## src/hw/ext_bus_pkg.sv

```systemverilog
// constants, field layouts and region types for the bus window decoder
package ext_bus_pkg;
  localparam int ADDR_W = 24;
  localparam int DATA_W = 16;
  localparam int SEG_W = 8;
  localparam int NUM_WIN = 4;
  // =====================================================
  // memory map bounds
  localparam logic [23:0] EXT_LOW_END = 24'h007fff;
  localparam logic [23:0] SYS_START = 24'h008000;
  localparam logic [23:0] SYS_END = 24'h00ffff;
  localparam logic [23:0] EXT_MID_END = 24'h1fffff;
  localparam logic [23:0] IO_START = 24'h200800;
  localparam logic [23:0] IO_END = 24'h3fffff;
  localparam logic [23:0] EXT_HIGH_START = 24'h400000;
  localparam logic [23:0] EXT_HIGH_END = 24'hbeffff;
  localparam logic [23:0] FLASH_START = 24'hc00000;
  localparam logic [23:0] FLASH_END = 24'hc3ffff;
  localparam logic [23:0] PROGRAM_SRAM_START = 24'he00000;
  localparam logic [23:0] PROGRAM_SRAM_END = 24'he017ff;
  localparam logic [23:0] TRAP_START = 24'hf80000;
  localparam logic [23:0] FREG_START = 24'hfff000;
  // read value of undefined flash register locations (arbitrary)
  localparam logic [15:0] FREG_TRAP_CODE = 16'h00ff;
  // =====================================================
  // window_function_config fields
  localparam int FC_W = 4;
  localparam int FC_EN = 0;
  localparam int FC_MUX = 1;
  localparam int FC_BYTE = 2;
  localparam int FC_EXP = 3;
  // window_timing_config fields
  localparam int TC_W = 5;
  localparam int TC_WAIT_LSB = 0;
  localparam int TC_WAIT_W = 4;
  localparam int TC_RECOV = 4;
  // window_range_select fields: base = A[23:12], size code = mask width
  localparam int RS_W = 16;
  localparam int RS_BASE_LSB = 4;
  localparam int RS_SIZE_W = 4;
  localparam int RS_BASE_W = 12;
  // =====================================================
  // reset values
  localparam logic [3:0] CS_N_RST = 4'hf;
  localparam logic [15:0] DATA_RST = 16'h0000;
  localparam logic [23:0] ADDR_RST = 24'h000000;
  localparam logic [3:0] CNT_RST = 4'h0;
  typedef enum logic [2:0] {
    REG_EXTERNAL, REG_EXT_IO, REG_SYSTEM, REG_PROGRAM_SRAM, REG_FLASH, REG_FLASH_REGS, REG_TRAP
  } region_t;
endpackage

```

## src/hw/external_bus_window_decoder.sv

```systemverilog
// external bus controller: address decode, windows and bus cycle sequencer
//
// Overview of operation
// - one linear 16 MB space, 256 segments of 64 KB, four 16 KB pages each
// - every location reachable by byte or word accesses
// - internal data memories and register areas decoded in segment 0
// - external memory regions become external bus cycles
// - external I/O region accesses run strictly ordered, flagged to the pipeline
// - flash register reads return trap code; reserved area below raises trap
// - program SRAM at E0'0000..E0'17FF served internally, no external cycle
// - program flash at C0'0000..C3'FFFF decoded as internal region
// - single-chip mode plus mux/demux, 8/16-bit data, 16..23 address bits
// - demux: address on address port, data on full port or low byte
// - mux: one port carries address then data each cycle
// - segment lines on segment port, count programmable 64 KB..8 MB
// - up to four active-low chip selects: three windows plus default
// - timing and function settings per window and for default region
// - four independent address windows with own bus characteristics
// - overlap: window 4 beats 3, window 2 beats 1
// - unmatched external access uses default region settings
// - selected window asserts its select unless set for expansion; window 4 has no pin
// - bus signals change with rising edge of driven reference clock, except address phase start on any rising clk edge
// - internal expansion bus cycles look exactly like external ones
// - bus mode switches access by access per selected window
`timescale 1ns/1ps
module external_bus_window_decoder
  import ext_bus_pkg::*;
(
  input wire logic clk,
  input wire logic nrst,
  input wire logic bus_enable,
  input wire logic [2:0] seg_lines,
  input wire logic [ext_bus_pkg::NUM_WIN-1:0][ext_bus_pkg::RS_W-1:0] window_range_select,
  input wire logic [ext_bus_pkg::NUM_WIN-1:0][ext_bus_pkg::FC_W-1:0] window_function_config,
  input wire logic [ext_bus_pkg::NUM_WIN-1:0][ext_bus_pkg::TC_W-1:0] window_timing_config,
  input wire logic [ext_bus_pkg::FC_W-1:0] default_function_config,
  input wire logic [ext_bus_pkg::TC_W-1:0] default_timing_config,
  input wire logic req_valid,
  input wire logic [ext_bus_pkg::ADDR_W-1:0] req_addr,
  input wire logic req_write,
  input wire logic req_word,
  input wire logic [ext_bus_pkg::DATA_W-1:0] req_wdata,
  output logic req_ready,
  output logic resp_done,
  output logic [ext_bus_pkg::DATA_W-1:0] resp_rdata,
  output logic resp_trap,
  output ext_bus_pkg::region_t resp_region,
  output logic resp_ordered,
  output logic bus_reference_clock_out,
  output logic [ext_bus_pkg::DATA_W-1:0] demux_address_port,
  output logic [ext_bus_pkg::SEG_W-1:0] seg_address_port,
  output logic [ext_bus_pkg::DATA_W-1:0] shared_addr_data_port_o,
  output logic shared_addr_data_port_oe,
  input wire logic [ext_bus_pkg::DATA_W-1:0] shared_addr_data_port_i,
  output logic addr_latch,
  output logic rd_n,
  output logic wr_n,
  output logic bhe_n,
  output logic [3:0] cs_n,
  output logic exp_sel
);
  import ext_bus_pkg::*;

  typedef enum logic [1:0] {S_IDLE, S_ADDR, S_STROBE, S_RECOV} state_t;

  // ===================================================
  // decode functions
  function automatic region_t decode(input logic [ADDR_W-1:0] a);
    region_t r;
    r = REG_TRAP;
    if (a <= EXT_LOW_END) r = REG_EXTERNAL;
    else if (a >= SYS_START && a <= SYS_END) r = REG_SYSTEM;
    else if (a <= EXT_MID_END) r = REG_EXTERNAL;
    else if (a >= IO_START && a <= IO_END) r = REG_EXT_IO;
    else if (a >= EXT_HIGH_START && a <= EXT_HIGH_END) r = REG_EXTERNAL;
    else if (a >= FLASH_START && a <= FLASH_END) r = REG_FLASH;
    else if (a >= PROGRAM_SRAM_START && a <= PROGRAM_SRAM_END) r = REG_PROGRAM_SRAM;
    else if (a >= FREG_START) r = REG_FLASH_REGS;
    else if (a >= TRAP_START) r = REG_TRAP;
    return r;
  endfunction

  function automatic logic [2:0] pick_window(input logic [ADDR_W-1:0] a);
    logic [2:0] w;
    logic [RS_BASE_W-1:0] m;
    logic [RS_SIZE_W-1:0] sz;
    w = 3'd0;
    for (int i = 0; i < NUM_WIN; i++)
    begin
      sz = window_range_select[i][RS_SIZE_W-1:0];
      m = (sz >= RS_SIZE_W'(RS_BASE_W)) ? '0 : ~((RS_BASE_W'(1) << sz) - RS_BASE_W'(1));
      // later windows override earlier ones
      if (window_function_config[i][FC_EN] &&
          (((a[ADDR_W-1:12] ^ window_range_select[i][RS_W-1:RS_BASE_LSB]) & m) == '0))
        w = 3'(i + 1);
    end
    return w;
  endfunction

  // ===================================================
  // request decode
  logic [ADDR_W-1:0] addr_q;
  logic [DATA_W-1:0] wdata_q;
  logic wr_q;
  logic word_q;
  logic mux_q;
  logic byte_q;
  logic recov_q;
  logic exp_q;
  logic second_q;
  logic [2:0] win_q;
  logic [3:0] cnt_q;
  logic [TC_WAIT_W-1:0] wait_q;
  state_t st_q;
  region_t reg_d;
  logic [2:0] win_d;
  logic [FC_W-1:0] fc_d;
  logic [TC_W-1:0] tc_d;
  logic accept;
  logic go_ext;

  always_comb
  begin
    reg_d = decode(req_addr);
    win_d = pick_window(req_addr);
    fc_d = (win_d == 3'd0) ? default_function_config : window_function_config[win_d-3'd1];
    tc_d = (win_d == 3'd0) ? default_timing_config : window_timing_config[win_d-3'd1];
  end

  assign accept = req_valid && req_ready;
  // single-chip mode: external regions trap instead of running a cycle
  assign go_ext = bus_enable && (reg_d == REG_EXTERNAL || reg_d == REG_EXT_IO);

  // ===================================================
  // reference clock: bus steps after the address phase start coincide with its rising edge
  logic tick;
  assign tick = !bus_reference_clock_out;

  always_ff @(posedge clk or negedge nrst)
  begin
    if (!nrst) bus_reference_clock_out <= 1'b0;
    else bus_reference_clock_out <= !bus_reference_clock_out;
  end

  // ===================================================
  // read data synchroniser
  logic [DATA_W-1:0] s1_q;
  logic [DATA_W-1:0] s2_q;
  logic [DATA_W-1:0] s3_q;
  logic stable;
  assign stable = (s2_q == s3_q);

  always_ff @(posedge clk or negedge nrst)
  begin
    if (!nrst)
    begin
      s1_q <= DATA_RST;
      s2_q <= DATA_RST;
      s3_q <= DATA_RST;
    end
    else
    begin
      s1_q <= shared_addr_data_port_i;
      s2_q <= s1_q;
      s3_q <= s2_q;
    end
  end

  // ===================================================
  // lane helpers
  logic [DATA_W-1:0] wlane;
  logic [ADDR_W-1:0] next_addr;
  logic finish;
  assign next_addr = addr_q + ADDR_W'(1);
  assign finish = tick && ((st_q == S_RECOV) ||
    (st_q == S_STROBE && cnt_q == CNT_RST && (wr_q || stable) && !recov_q &&
     !(byte_q && word_q && !second_q)));

  always_comb
  begin
    if (byte_q) wlane = {8'h00, second_q ? wdata_q[15:8] : wdata_q[7:0]};
    else if (word_q) wlane = wdata_q;
    else wlane = {wdata_q[7:0], wdata_q[7:0]};
  end

  // ===================================================
  // bus cycle sequencer
  always_ff @(posedge clk or negedge nrst)
  begin
    if (!nrst)
    begin
      st_q <= S_IDLE;
      addr_q <= ADDR_RST;
      wdata_q <= DATA_RST;
      wr_q <= 1'b0;
      word_q <= 1'b0;
      mux_q <= 1'b0;
      byte_q <= 1'b0;
      recov_q <= 1'b0;
      exp_q <= 1'b0;
      second_q <= 1'b0;
      win_q <= 3'd0;
      cnt_q <= CNT_RST;
      wait_q <= CNT_RST;
    end
    else
    begin
      unique case (st_q)
        S_IDLE:
          if (accept && go_ext)
          begin
            st_q <= S_ADDR;
            addr_q <= req_addr;
            wdata_q <= req_wdata;
            wr_q <= req_write;
            word_q <= req_word;
            mux_q <= fc_d[FC_MUX];
            byte_q <= fc_d[FC_BYTE];
            exp_q <= fc_d[FC_EXP];
            recov_q <= tc_d[TC_RECOV];
            cnt_q <= tc_d[TC_WAIT_LSB +: TC_WAIT_W];
            wait_q <= tc_d[TC_WAIT_LSB +: TC_WAIT_W];
            win_q <= win_d;
            second_q <= 1'b0;
          end
        S_ADDR:
          if (tick) st_q <= S_STROBE;
        S_STROBE:
          if (tick)
          begin
            if (cnt_q != CNT_RST) cnt_q <= cnt_q - 4'd1;
            else if (wr_q || stable)
            begin
              if (byte_q && word_q && !second_q)
              begin
                // low byte first, then high byte at the next address
                second_q <= 1'b1;
                addr_q <= next_addr;
                cnt_q <= wait_q;
                st_q <= S_ADDR;
              end
              else if (recov_q) st_q <= S_RECOV;
              else st_q <= S_IDLE;
            end
          end
        S_RECOV:
          if (tick) st_q <= S_IDLE;
      endcase
    end
  end

  // ===================================================
  // pin drivers
  always_ff @(posedge clk or negedge nrst)
  begin
    if (!nrst)
    begin
      demux_address_port <= DATA_RST;
      seg_address_port <= '0;
      shared_addr_data_port_o <= DATA_RST;
      shared_addr_data_port_oe <= 1'b0;
      addr_latch <= 1'b0;
      rd_n <= 1'b1;
      wr_n <= 1'b1;
      bhe_n <= 1'b1;
      cs_n <= CS_N_RST;
      exp_sel <= 1'b0;
    end
    else if ((st_q == S_IDLE && accept && go_ext) ||
             (st_q == S_STROBE && tick && cnt_q == CNT_RST && (wr_q || stable) &&
              byte_q && word_q && !second_q))
    begin
      // address phase, also re-entered for the second byte of a pair
      if (st_q == S_IDLE)
      begin
        demux_address_port <= req_addr[15:0];
        seg_address_port <= req_addr[23:16] & SEG_W'((9'd1 << seg_lines) - 9'd1);
        shared_addr_data_port_o <= req_addr[15:0];
        shared_addr_data_port_oe <= fc_d[FC_MUX];
        addr_latch <= fc_d[FC_MUX];
        bhe_n <= fc_d[FC_BYTE] || !(req_word || req_addr[0]);
        exp_sel <= fc_d[FC_EXP];
        cs_n <= CS_N_RST;
        if (!fc_d[FC_EXP] && win_d != 3'd4) cs_n[win_d[1:0]] <= 1'b0;
      end
      else
      begin
        demux_address_port <= next_addr[15:0];
        shared_addr_data_port_o <= next_addr[15:0];
        shared_addr_data_port_oe <= mux_q;
        addr_latch <= mux_q;
      end
      rd_n <= 1'b1;
      wr_n <= 1'b1;
    end
    else if (tick && st_q == S_ADDR)
    begin
      addr_latch <= 1'b0;
      shared_addr_data_port_o <= wlane;
      shared_addr_data_port_oe <= wr_q;
      rd_n <= wr_q;
      wr_n <= !wr_q;
    end
    else if (tick && st_q == S_STROBE && cnt_q == CNT_RST && (wr_q || stable))
    begin
      rd_n <= 1'b1;
      wr_n <= 1'b1;
      shared_addr_data_port_oe <= 1'b0;
      if (finish)
      begin
        cs_n <= CS_N_RST;
        exp_sel <= 1'b0;
      end
    end
    else if (finish)
    begin
      cs_n <= CS_N_RST;
      exp_sel <= 1'b0;
    end
  end

  // ===================================================
  // responses to the internal masters
  always_ff @(posedge clk or negedge nrst)
  begin
    if (!nrst)
    begin
      req_ready <= 1'b1;
      resp_done <= 1'b0;
      resp_rdata <= DATA_RST;
      resp_trap <= 1'b0;
      resp_region <= REG_EXTERNAL;
      resp_ordered <= 1'b0;
    end
    else
    begin
      resp_done <= 1'b0;
      if (accept)
      begin
        resp_region <= reg_d;
        resp_ordered <= go_ext && reg_d == REG_EXT_IO;
        resp_trap <= 1'b0;
        resp_rdata <= DATA_RST;
        if (go_ext) req_ready <= 1'b0;
        else
        begin
          // internal regions answer in the next cycle
          resp_done <= 1'b1;
          resp_trap <= (reg_d == REG_TRAP) || (reg_d == REG_EXTERNAL) ||
                       (reg_d == REG_EXT_IO);
          if (reg_d == REG_FLASH_REGS && !req_write) resp_rdata <= FREG_TRAP_CODE;
        end
      end
      else if (tick && st_q == S_STROBE && cnt_q == CNT_RST && !wr_q && stable)
      begin
        if (byte_q && second_q) resp_rdata[15:8] <= s3_q[7:0];
        else if (byte_q || word_q) resp_rdata[7:0] <= s3_q[7:0];
        else resp_rdata[7:0] <= addr_q[0] ? s3_q[15:8] : s3_q[7:0];
        if (!byte_q && word_q) resp_rdata[15:8] <= s3_q[15:8];
      end
      if (finish)
      begin
        resp_done <= 1'b1;
        resp_ordered <= 1'b0;
        req_ready <= 1'b1;
      end
    end
  end
endmodule

```

## config.mk

```make
export PLATFORM = sky130hd
export DESIGN_NAME = external_bus_window_decoder
export DESIGN_NICKNAME = d
export VERILOG_FILES = /design/src/hw/ext_bus_pkg.sv /design/src/hw/external_bus_window_decoder.sv
export SDC_FILE = /design/constraint.sdc
export NUM_CORES = 1
export LEC_CHECK = 0
export BUFFER_PORTS_ARGS = -buffer_cell sky130_fd_sc_hd__buf_2
export CORE_UTILIZATION = 35
export CTS_CLUSTER_DIAMETER = 30
export DETAILED_ROUTE_END_ITERATION = 16
export PLACE_DENSITY = 0.68
export SLEW_MARGIN = 20
export SYNTH_ARGS = -nofsm -noshare
export SYNTH_HDL_FRONTEND = slang
export SYNTH_SLANG_ARGS = --single-unit
```

## constraint.sdc

```tcl
create_clock -name clk -period 2.3 [get_ports clk]
set_input_delay 0.115 -clock clk [delete_from_list [all_inputs] [get_ports clk]]
set_output_delay 0.115 -clock clk [all_outputs]
set_load 0.005 [all_outputs]
```

# == After elaboration in Yosys (flattened, before gate mapping) ==
# Index checks and enable logic that the tools add are counted.
# totals
output_inout_bits,74
wordCells,274
reg_bits,178
input_bits,174
# classes
shift,5
bitwise,14
n_eq_ne,20
n_addsub,8
n_reduce_logical,80
n_mux,95
order_cmp,20
# op_table
op,count
$mux 24,5
$mux 16,7
$ge 24x24->1 const B,3
$le 24x24->1 const B,3
$mux 8,8
$and 12x12->12,4
$logic_not 12->1,4
$mux 12,4
$mux 4,12
$not 12->12,4
$pmux 24 s2,1
$shl 1x4->12 const A,4
$sub 12x1->12 const B,4
$xor 12x12->12,4
$logic_and 1x1->1,36
$mux 1,31
$mux 3,10
$add 24x1->24 const B,1
$ge 24x16->1 const B,1
$ge 24x22->1 const B,1
$ge 24x23->1 const B,1
$le 24x15->1 const B,1
$le 24x16->1 const B,1
$le 24x21->1 const B,1
38 further kinds,91

# == Longest topological paths before layout ==
# Gate-level depths: netlist of run 1.
# logic_depth
word_depth,20
mapped_depth,19
mapped_depth_nobuf,18

# == Worst setup path after synthesis of run 1 ==
# No wires, ideal clock.
# synth_path
path_kind,input to register
from,input window_range_select[16] (netlist name)
to,register cnt_q[2]
setup_time_ps,124
t_arrival_ps,3528
slack_ps,-1352
cell_stages,15
required_ps,2176
n_path_buf,2
cell_sequence,clkbuf_2 > or4_4 > ha_1 > a32o_1 > nor4b_1 > o211ai_1 > o22ai_1 > o21bai_4 > and2_4 > ha_1 > clkbuf_8 > mux2_2 > o22ai_1 > a21oi_1 > a211o_1
# synth_between
elab_chain_len,16
elab_cells_between_ends,18
cone_classes,add/sub (2); order compare (1); shift (1); mux (9); bitwise (2); reduce/logical (3)
# synth_lines
item,line,rtl
"start, declared",external_bus_window_decoder.sv:33,"input wire logic [ext_bus_pkg::NUM_WIN-1:0][ext_bus_pkg::RS_W-1:0] window_range_select,"
$shl 1x4->12,external_bus_window_decoder.sv:91,m = (sz >= RS_SIZE_W'(RS_BASE_W)) ? '0 : ~((RS_BASE_W'(1) << sz) - RS_BASE_W'(1));
$sub 12x1->12,external_bus_window_decoder.sv:91,
$not 12->12,external_bus_window_decoder.sv:91,
$mux 12 *,external_bus_window_decoder.sv:91,
$and 12x12->12 *,external_bus_window_decoder.sv:94,(((a[ADDR_W-1:12] ^ window_range_select[i][RS_W-1:RS_BASE_LSB]) & m) == '0))
$logic_not 12->1 *,external_bus_window_decoder.sv:94,
$logic_and 1x1->1 *,external_bus_window_decoder.sv:93,if (window_function_config[i][FC_EN] &&
$mux 3 * (3 in series),external_bus_window_decoder.sv:93,
$sub 3x1->3,external_bus_window_decoder.sv:127,tc_d = (win_d == 3'd0) ? default_timing_config : window_timing_config[win_d-3'd1];
$bmux 5 s2,external_bus_window_decoder.sv:127,
$mux 5 (not written as such),external_bus_window_decoder.sv:127,
$mux 5 *,external_bus_window_decoder.sv:127,
$mux 4 *,external_bus_window_decoder.sv:210,if (accept && go_ext)
$pmux 4 s2 *,external_bus_window_decoder.sv:208,unique case (st_q)
"end signal, assigned",external_bus_window_decoder.sv:221,cnt_q <= tc_d[TC_WAIT_LSB +: TC_WAIT_W];
"end signal, assigned",external_bus_window_decoder.sv:231,if (cnt_q != CNT_RST) cnt_q <= cnt_q - 4'd1;
"end signal, assigned",external_bus_window_decoder.sv:239,cnt_q <= wait_q;
"end, declared",external_bus_window_decoder.sv:112,logic [3:0] cnt_q;
# Every way passes the cells marked *; elsewhere a longest branch is shown, timed or not. The select of a mux whose other input is x is not followed.
# A chain may end at the register's enable or synchronous reset.

# == Worst setup path after layout of run 1 ==
# layout_path
from,input window_range_select[33] (netlist name)
to,register shared_addr_data_port_oe
# layout_between
elab_chain_len,15
elab_cells_between_ends,17
cone_classes,add/sub (2); order compare (1); shift (1); mux (8); bitwise (2); reduce/logical (3)
# layout_lines
item,line,rtl
$shl 1x4->12,external_bus_window_decoder.sv:91,
$sub 12x1->12,external_bus_window_decoder.sv:91,
$not 12->12,external_bus_window_decoder.sv:91,
$mux 12 *,external_bus_window_decoder.sv:91,
$and 12x12->12 *,external_bus_window_decoder.sv:94,
$logic_not 12->1 *,external_bus_window_decoder.sv:94,
$logic_and 1x1->1 *,external_bus_window_decoder.sv:93,
$mux 3 * (2 in series),external_bus_window_decoder.sv:93,
$sub 3x1->3,external_bus_window_decoder.sv:126,fc_d = (win_d == 3'd0) ? default_function_config : window_function_config[win_d-3'd1];
$bmux 4 s2,external_bus_window_decoder.sv:126,
$mux 4 (not written as such),external_bus_window_decoder.sv:126,
$mux 4 *,external_bus_window_decoder.sv:126,
$mux 1 *,external_bus_window_decoder.sv:274,if (st_q == S_IDLE)
$mux 1 *,external_bus_window_decoder.sv:269,else if ((st_q == S_IDLE && accept && go_ext) ||
"end signal, assigned",external_bus_window_decoder.sv:279,shared_addr_data_port_oe <= fc_d[FC_MUX];
"end signal, assigned",external_bus_window_decoder.sv:290,shared_addr_data_port_oe <= mux_q;
"end signal, assigned",external_bus_window_decoder.sv:300,shared_addr_data_port_oe <= wr_q;
"end, declared",external_bus_window_decoder.sv:53,"output logic shared_addr_data_port_oe,"
# Marked as above.

==> impl_results.md, run 1 <==
- Outcome: finished with violations
- Failing checks: setup timing
- Worst min path class: in -> reg
- Rel. slew slack: 0.580
- Max clock buf depth: 2
- DR vias: 9155
- H-Tree Depth: 4
- Routing usage on met2: 0.396
- Most frequent cells in the layout: 243 x buf_2, 162 x dfrtp_1, 162 x buf_4
- Leakage: 0.00674 uW
- Vert. Die Dim: 164 um
- Final slew viol count: 0
- Net count, final: 1602
- Post-Synth Adder-Cell Area: 0.0136
- Slew @ Worst Pin: 0.628 ns
- Seq/Total Area, Yosys: 0.462
- Primary FF master, synth: dfrtp_1
- Initial antenna violation count: 1
- Seq cells post-synth: 170
- CTS tree: done
- Largest net degree at the start of global routing: 52
- Layout area overhead: 51.4%
- Crit path kind: in -> reg
- Final Hold Viols: 0
- GR Util met3: 0.0434
- Die X: 164 um
- Met1 Track Usage GR: 0.278
- GR peak layer: met2
- CTS Root Cell: clkbuf_16
- Register area: 4260 um2
- Power density over cell area: 912 nW/um2
- CP Capture Type: flop
- Post-synthesis simple-gate area fraction: 0.174
- Largest family of logic cells by synthesized area: compound AO/OA/AOI/OAI gates
- Drt drc: 0
- Worst endpoint required time: 2.60 ns
- Share of layout cells above drive strength 1: 0.418
- Synth Area in Compound Gates: 0.176
- Mapped Cells: 976
- Fill cells: 2256
- Layout Skew: 0.0130 ns
- Clock Latency Late Sink: 0.43 ns
- Starting Density: 0.355
- Combinational power share: 0.391
- Post-Synth XOR/XNOR Area: 0.0788
- Detail Route Antenna Nets: 0
- Area of the mapped netlist: 9230 um2
- Clk pin slew, worst setup/hold paths: 0.06 ns
- Avg Cell Area, Syn: 9.46 um2
- Multiplexer share of the synthesized area: 0.0525
- Commonest non-fill, non-tap cell in the layout: buf_2
- Clock power frac: 0.241
- Worst IR Drop VDD: 0.577 mV
- Post-route minimum period: 3.09 ns
- NetSw: 4590 uW
- Cells after DPL: 1649
- CORE AREA: 26000 um2
- First-pass GRT wire length: 47.6 mm
- Internal power: 8160 uW
- F_max: 0.324 GHz
- Crit path DAT: 3.39 ns
- Die area: 27000 um2
- TritonRoute pass-1 iters: 5
- CP max FO: 4
- Core Rows: 59
- Cts bufs inserted: 17
- Via-per-instance ratio: 5.19
- Post-Layout Cell Count: 1765
- Dpl ws: -1.28 ns
- Number of synthesis warnings: 0
- GP Congestion: 0.976
- Gr ovfl total: 0
- Reg power frac: 0.368
- Ports: 248
- Multi-input logic area: 5290 um2
- Sw Ratio: 0.360
- DRT iter0 DRCs: 652
- Vias in the first global route: 9163
- Final Setup Violations: 83
- Detailed placement HPWL: 22.1 mm
- Worst Slack Setup Final: -0.791 ns
- RSZ-0062 raised after global routing: yes
- Sink Count: 170
- Max Cap Viol: 0
- Synth unique cells: 78
- Final wirelength: 31.1 mm
- Gr usage total: 0.229
- WL per Instance: 17.6 um
- EDFF count, synth: 0
- Share of flip-flops with an asynchronous set or reset: 1.00
- Syn nets: 1160
- Port bufs: 246
- Tcrit/Tclk final: 1.34
- Setup crit start kind: input pin
-- power groups by stage --
stage	sequential [uW]	combinational, uW	clock (uW)
CTS	4680	4840	3140
global route	4800	5450	3260
global placement	4670	4250	0
floorplan	4600	2460	0
detailed placement	4700	4340	0
finish	4690	4980	3070
-- flip-flops by register name (all words and copies together), names as in the netlist, 3 cells and up --
name / flops
wait_q: 4
seg_address_port: 8
wdata_q: 16
s3_q: 16
s1_q: 16
resp_rdata: 16
cnt_q: 4
s2_q: 16
addr_q: 16
shared_addr_data_port_o: 16
resp_region: 3
cs_n: 4
demux_address_port: 16
-- per-stage QoR --
stage	hold slack, ns	utilization	TNS, ns	cell area [um2]	total power, uW
after floorplan	-0.181	-	-16.07	9400	7060
after global placement	0.113	0.460	-44.93	12000	8920
after detailed placement	0.110	0.460	-47.25	12000	9040
after CTS	0.000287	0.529	-32.42	13700	12700
after global routing	0.0151	0.538	-34.84	14000	13500
final	0.00864	0.538	-25.20	14000	12700
-- path summary, 6_finish.rpt --
check / from / endpoint / slack [ns] / cells past startpoint
setup reg to reg: s2_q[10] / demux_address_port[12] / -0.31 / 11
min in group asynchronous: nrst / s2_q[15] / 0.21 / 2
max in group asynchronous: nrst / shared_addr_data_port_o[3] / 1.36 / 3
hold reg to reg: s1_q[5] / s2_q[5] / 0.34 / 0
hold / removal: default_timing_config[3] / wait_q[3] / 0.009 / 3
setup / recovery: window_range_select[33] / shared_addr_data_port_oe / -0.79 / 18
-- critical path, cell delays in order --
cell and delay (ns):
buf_6 0.09, or4_4 0.55, ha_4 0.20, buf_4 0.14, xor2_1 0.16, o221a_2 0.33
a31oi_4 0.17, o22ai_4 0.10, buf_4 0.16, o21ai_4 0.19, buf_6 0.13, ha_4 0.14
inv_1 0.06, and3_4 0.16, a22o_1 0.17, a32oi_1 0.16, a31o_2 0.23, a41oi_2 0.12
-- Yosys cell counts, types with 8 or more instances --
master / n / area share
inv_1: 15 / 0.0061
o21ai_0: 42 / 0.023
nor3_1: 21 / 0.011
buf_2: 12 / 0.0065
nand2_1: 144 / 0.059
a31oi_1: 11 / 0.0075
and3_1: 9 / 0.0061
clkbuf_1: 37 / 0.015
xor2_1: 50 / 0.047
a21o_1: 30 / 0.024
o211ai_1: 8 / 0.0065
a21oi_1: 59 / 0.032
nor2_1: 89 / 0.036
a211oi_1: 17 / 0.014
o22a_1: 13 / 0.012
ha_1: 10 / 0.014
mux2i_1: 36 / 0.039
nand3_1: 26 / 0.014
o21a_1: 8 / 0.0065
o21bai_1: 8 / 0.0065
xnor2_1: 33 / 0.031
dfrtp_1: 162 / 0.44
dfstp_2: 8 / 0.023
-- repair_timing --
action,CTS,global route
hold buffers,40,0
endpoints found under the hold margin,86,0
pin swaps,86,43
cloned,5,0
setup endpoints to repair,91,91
resized for setup,110,44
buffers inserted,33,16
-- metal layers --
layer | vias to the layer above | share of wire
met5 | - | 0
met4 | 0 | 0.029
met3 | 62 | 0.070
met2 | 365 | 0.49
met1 | 4413 | 0.41
li1 | 4315 | -
-- cell type report --
cell class / instances / area share
repair buffers: 483 / 0.237
inverters: 16 / 0.00519
multi-input cells: 730 / 0.378
well taps: 335 / 0.0300
flip-flops and latches: 170 / 0.305
clock buffers: 18 / 0.0307
diodes: 1 / 0.000179
clock inverters: 12 / 0.0135
-- cell families (layout without fill, tap and decap cells) --
family          Yosys count  count (layout)
fa+ha+maj                10              10
mux                      42              42
other cells               0               1
buf+inv                  80             529
xor+xnor                 83              83
simple gates            349             352
compound gates          242             243
flops                   170             170
Power figures use the tool's default switching activity.
==> run 2: changes to the inputs <==
--- a/config.mk
+++ b/config.mk
@@ -10,6 +10,7 @@
 export CTS_CLUSTER_DIAMETER = 30
 export DETAILED_ROUTE_END_ITERATION = 16
 export PLACE_DENSITY = 0.68
+export SETUP_SLACK_MARGIN = 0.05
 export SLEW_MARGIN = 20
 export SYNTH_ARGS = -nofsm -noshare
 export SYNTH_HDL_FRONTEND = slang
==> impl_results.md, run 2 (synthesis results as in run 1) <==
- Fill cells: 2329 (+3.2%)
- Post-route minimum period: 3.16 ns (+0.0705 ns)
- TritonRoute pass-1 iters: 5 (unchanged)
- Detailed placement HPWL: 22.2 mm (+0.63%)
- Outcome: finished with violations
- Setup crit start kind: input pin
- Multi-input logic area: 5300 um2 (+0.26%)
- Vert. Die Dim: 164 um (unchanged)
- Crit path kind: in -> reg
- Final wirelength: 30.9 mm (-0.57%)
- F_max: 0.316 GHz (-2.2%)
- Layout area overhead: 50.7%
- Vias in the first global route: 9117 (-0.50%)
- Total negative slack: -35.13 ns (-9.93 ns)
- Port bufs: 246 (unchanged)
- Leakage: 0.00668 uW (-0.97%)
- DRT iter0 DRCs: 728 (+12%)
- Gr ovfl total: 0 (unchanged)
- Slew @ Worst Pin: 0.687 ns (+0.0584 ns)
- Worst Slack Setup Final: -0.861 ns (-0.0705 ns)
- Via-per-instance ratio: 5.17 (-0.41%)
- Net count, final: 1585 (-1.1%)
- Share of layout cells above drive strength 1: 0.420 (+0.00231)
- Max Cap Viol: 0 (unchanged)
- Worst min path class: in -> reg
- Ports: 248 (unchanged)
- Final Hold Viols: 0 (unchanged)
- Clock Latency Late Sink: 0.43 ns (about the same)
- CTS tree: done
- Register area: 4260 um2 (unchanged)
- Layout Skew: 0.0141 ns (+0.00115 ns)
- WL per Instance: 17.6 um (+0.22%)
- H-Tree Depth: 4 (unchanged)
- Detail Route Antenna Nets: 0 (unchanged)
- Crit path DAT: 3.48 ns (+0.09 ns)
- CORE AREA: 26000 um2 (unchanged)
- Commonest non-fill, non-tap cell in the layout: buf_2
- Core Rows: 59 (unchanged)
- CP max FO: 8 (+4)
- Final Setup Violations: 88 (+6.0%)
- First-pass GRT wire length: 47.4 mm (-0.33%)
- Cts bufs inserted: 17 (unchanged)
- Power density over cell area: 901 nW/um2 (-1.2%)
- Final slew viol count: 0 (unchanged)
- Max clock buf depth: 2 (unchanged)
- Rel. slew slack: 0.540 (-0.0391)
- GP Congestion: 0.957 (-1.9%)
- Die X: 164 um (unchanged)
- Tcrit/Tclk final: 1.37 (+0.0306)
- Worst endpoint required time: 2.62 ns (+0.02 ns)
- Failing checks: setup timing
- Worst hold stages: 3 (unchanged)
- FF-to-FF path depth: 12 (+1)
- CTS Root Cell: clkbuf_16
- Clk pin slew, worst setup/hold paths: 0.07 ns (about the same)
- Drt drc: 0 (unchanged)
- Gr usage total: 0.228 (-0.000930)
- CP Capture Type: flop
- Largest net degree at the start of global routing: 69 (+33%)
- Worst IR Drop VDD: 0.621 mV (+7.6%)
- DR vias: 9045 (-1.2%)
- Dpl ws: -1.37 ns (-0.0898 ns)
- Cells after DPL: 1646 (-0.18%)
- Sink Count: 170 (unchanged)
- Most frequent cells in the layout: 243 x buf_2, 162 x dfrtp_1, 140 x buf_4
- Initial antenna violation count: 2 (+1)
- Post-Layout Cell Count: 1751 (-0.79%)
- Starting Density: 0.355 (unchanged)
- RSZ-0062 raised after global routing: yes
- Die area: 27000 um2 (unchanged)
-- run 2: cell count changes in the layout (fill, tap and decap cells not counted), sizes merged --
cell         delta
bufinv          -3
inv             +2
clkinv          +4
buf            -16
dlygate4sd3     -1
diode           +1
o21bai          -1
-- run 2: area by class of cell --
type / count / area share
multi-input combinational: 729 / 0.381
sequential: 170 / 0.307
timing repair buffer: 467 / 0.234
clock buffer: 17 / 0.0306
tap: 335 / 0.0301
clock inverter: 15 / 0.0130
inverter: 16 / 0.00486
antenna: 2 / 0.000360
-- run 2: worst paths after layout --
check | from | endpoint | slack (ns)
worst max-delay path | window_range_select[33] | cnt_q[2] | -0.86
worst min-delay path | default_function_config[2] | byte_q | 0.01
worst max register to register | s3_q[3] | demux_address_port[6] | -0.40
worst min register to register | s1_q[3] | s2_q[3] | 0.34
max in group asynchronous | nrst | wr_n | 1.32
min in group asynchronous | nrst | s1_q[10] | 0.26
-- run 2: report_power, final --
group	total [uW]	switching [uW]	internal (uW)
registers	4680	718	3960
logic	4930	2580	2350
clock network	2930	1370	1560
-- run 2: timing repair --
action	in CTS	in global routing
resized for setup	129	43
hold buffers	39	0
cloned	6	0
endpoints found under the hold margin	99	0
pin swaps	75	48
setup endpoints to repair	91	97
setup buffers	21	11
-- run 2: per-layer routing --
| metal | up-vias | routed length [um] | part of all wire | track usage |
|---|---|---|---|---|
| met5 | - | 0 | 0 | 0 |
| met4 | 0 | 864 | 0.028 | 0.0842 |
| li1 | 4283 | - | - | - |
| met3 | 56 | 2030 | 0.066 | 0.0500 |
| met2 | 319 | 15300 | 0.49 | 0.390 |
| met1 | 4387 | 12700 | 0.41 | 0.281 |
-- run 2: stage by stage --
step | utilization | power (uW) | hold WS (ns) | cell area, um2
after global routing | 0.535 | 13300 | -0.00295 | 13900
after global placement | 0.461 | 8880 | 0.176 | 12000
after floorplan | - | 7070 | -0.181 | 9410
final | 0.535 | 12500 | 0.0124 | 13900
after detailed placement | 0.461 | 9020 | 0.179 | 12000
after CTS | 0.527 | 12500 | 0.00164 | 13700
-- run 2: critical path, stage by stage --
cell	delay (ns)
buf_6	0.09
or4_4	0.55
ha_4	0.20
buf_4	0.15
xor2_1	0.15
o221a_2	0.34
a31oi_4	0.19
o22ai_4	0.12
o21bai_4	0.19
and2_4	0.17
ha_4	0.33
mux2_4	0.34
o22ai_4	0.18
a21oi_2	0.08
a211o_1	0.27
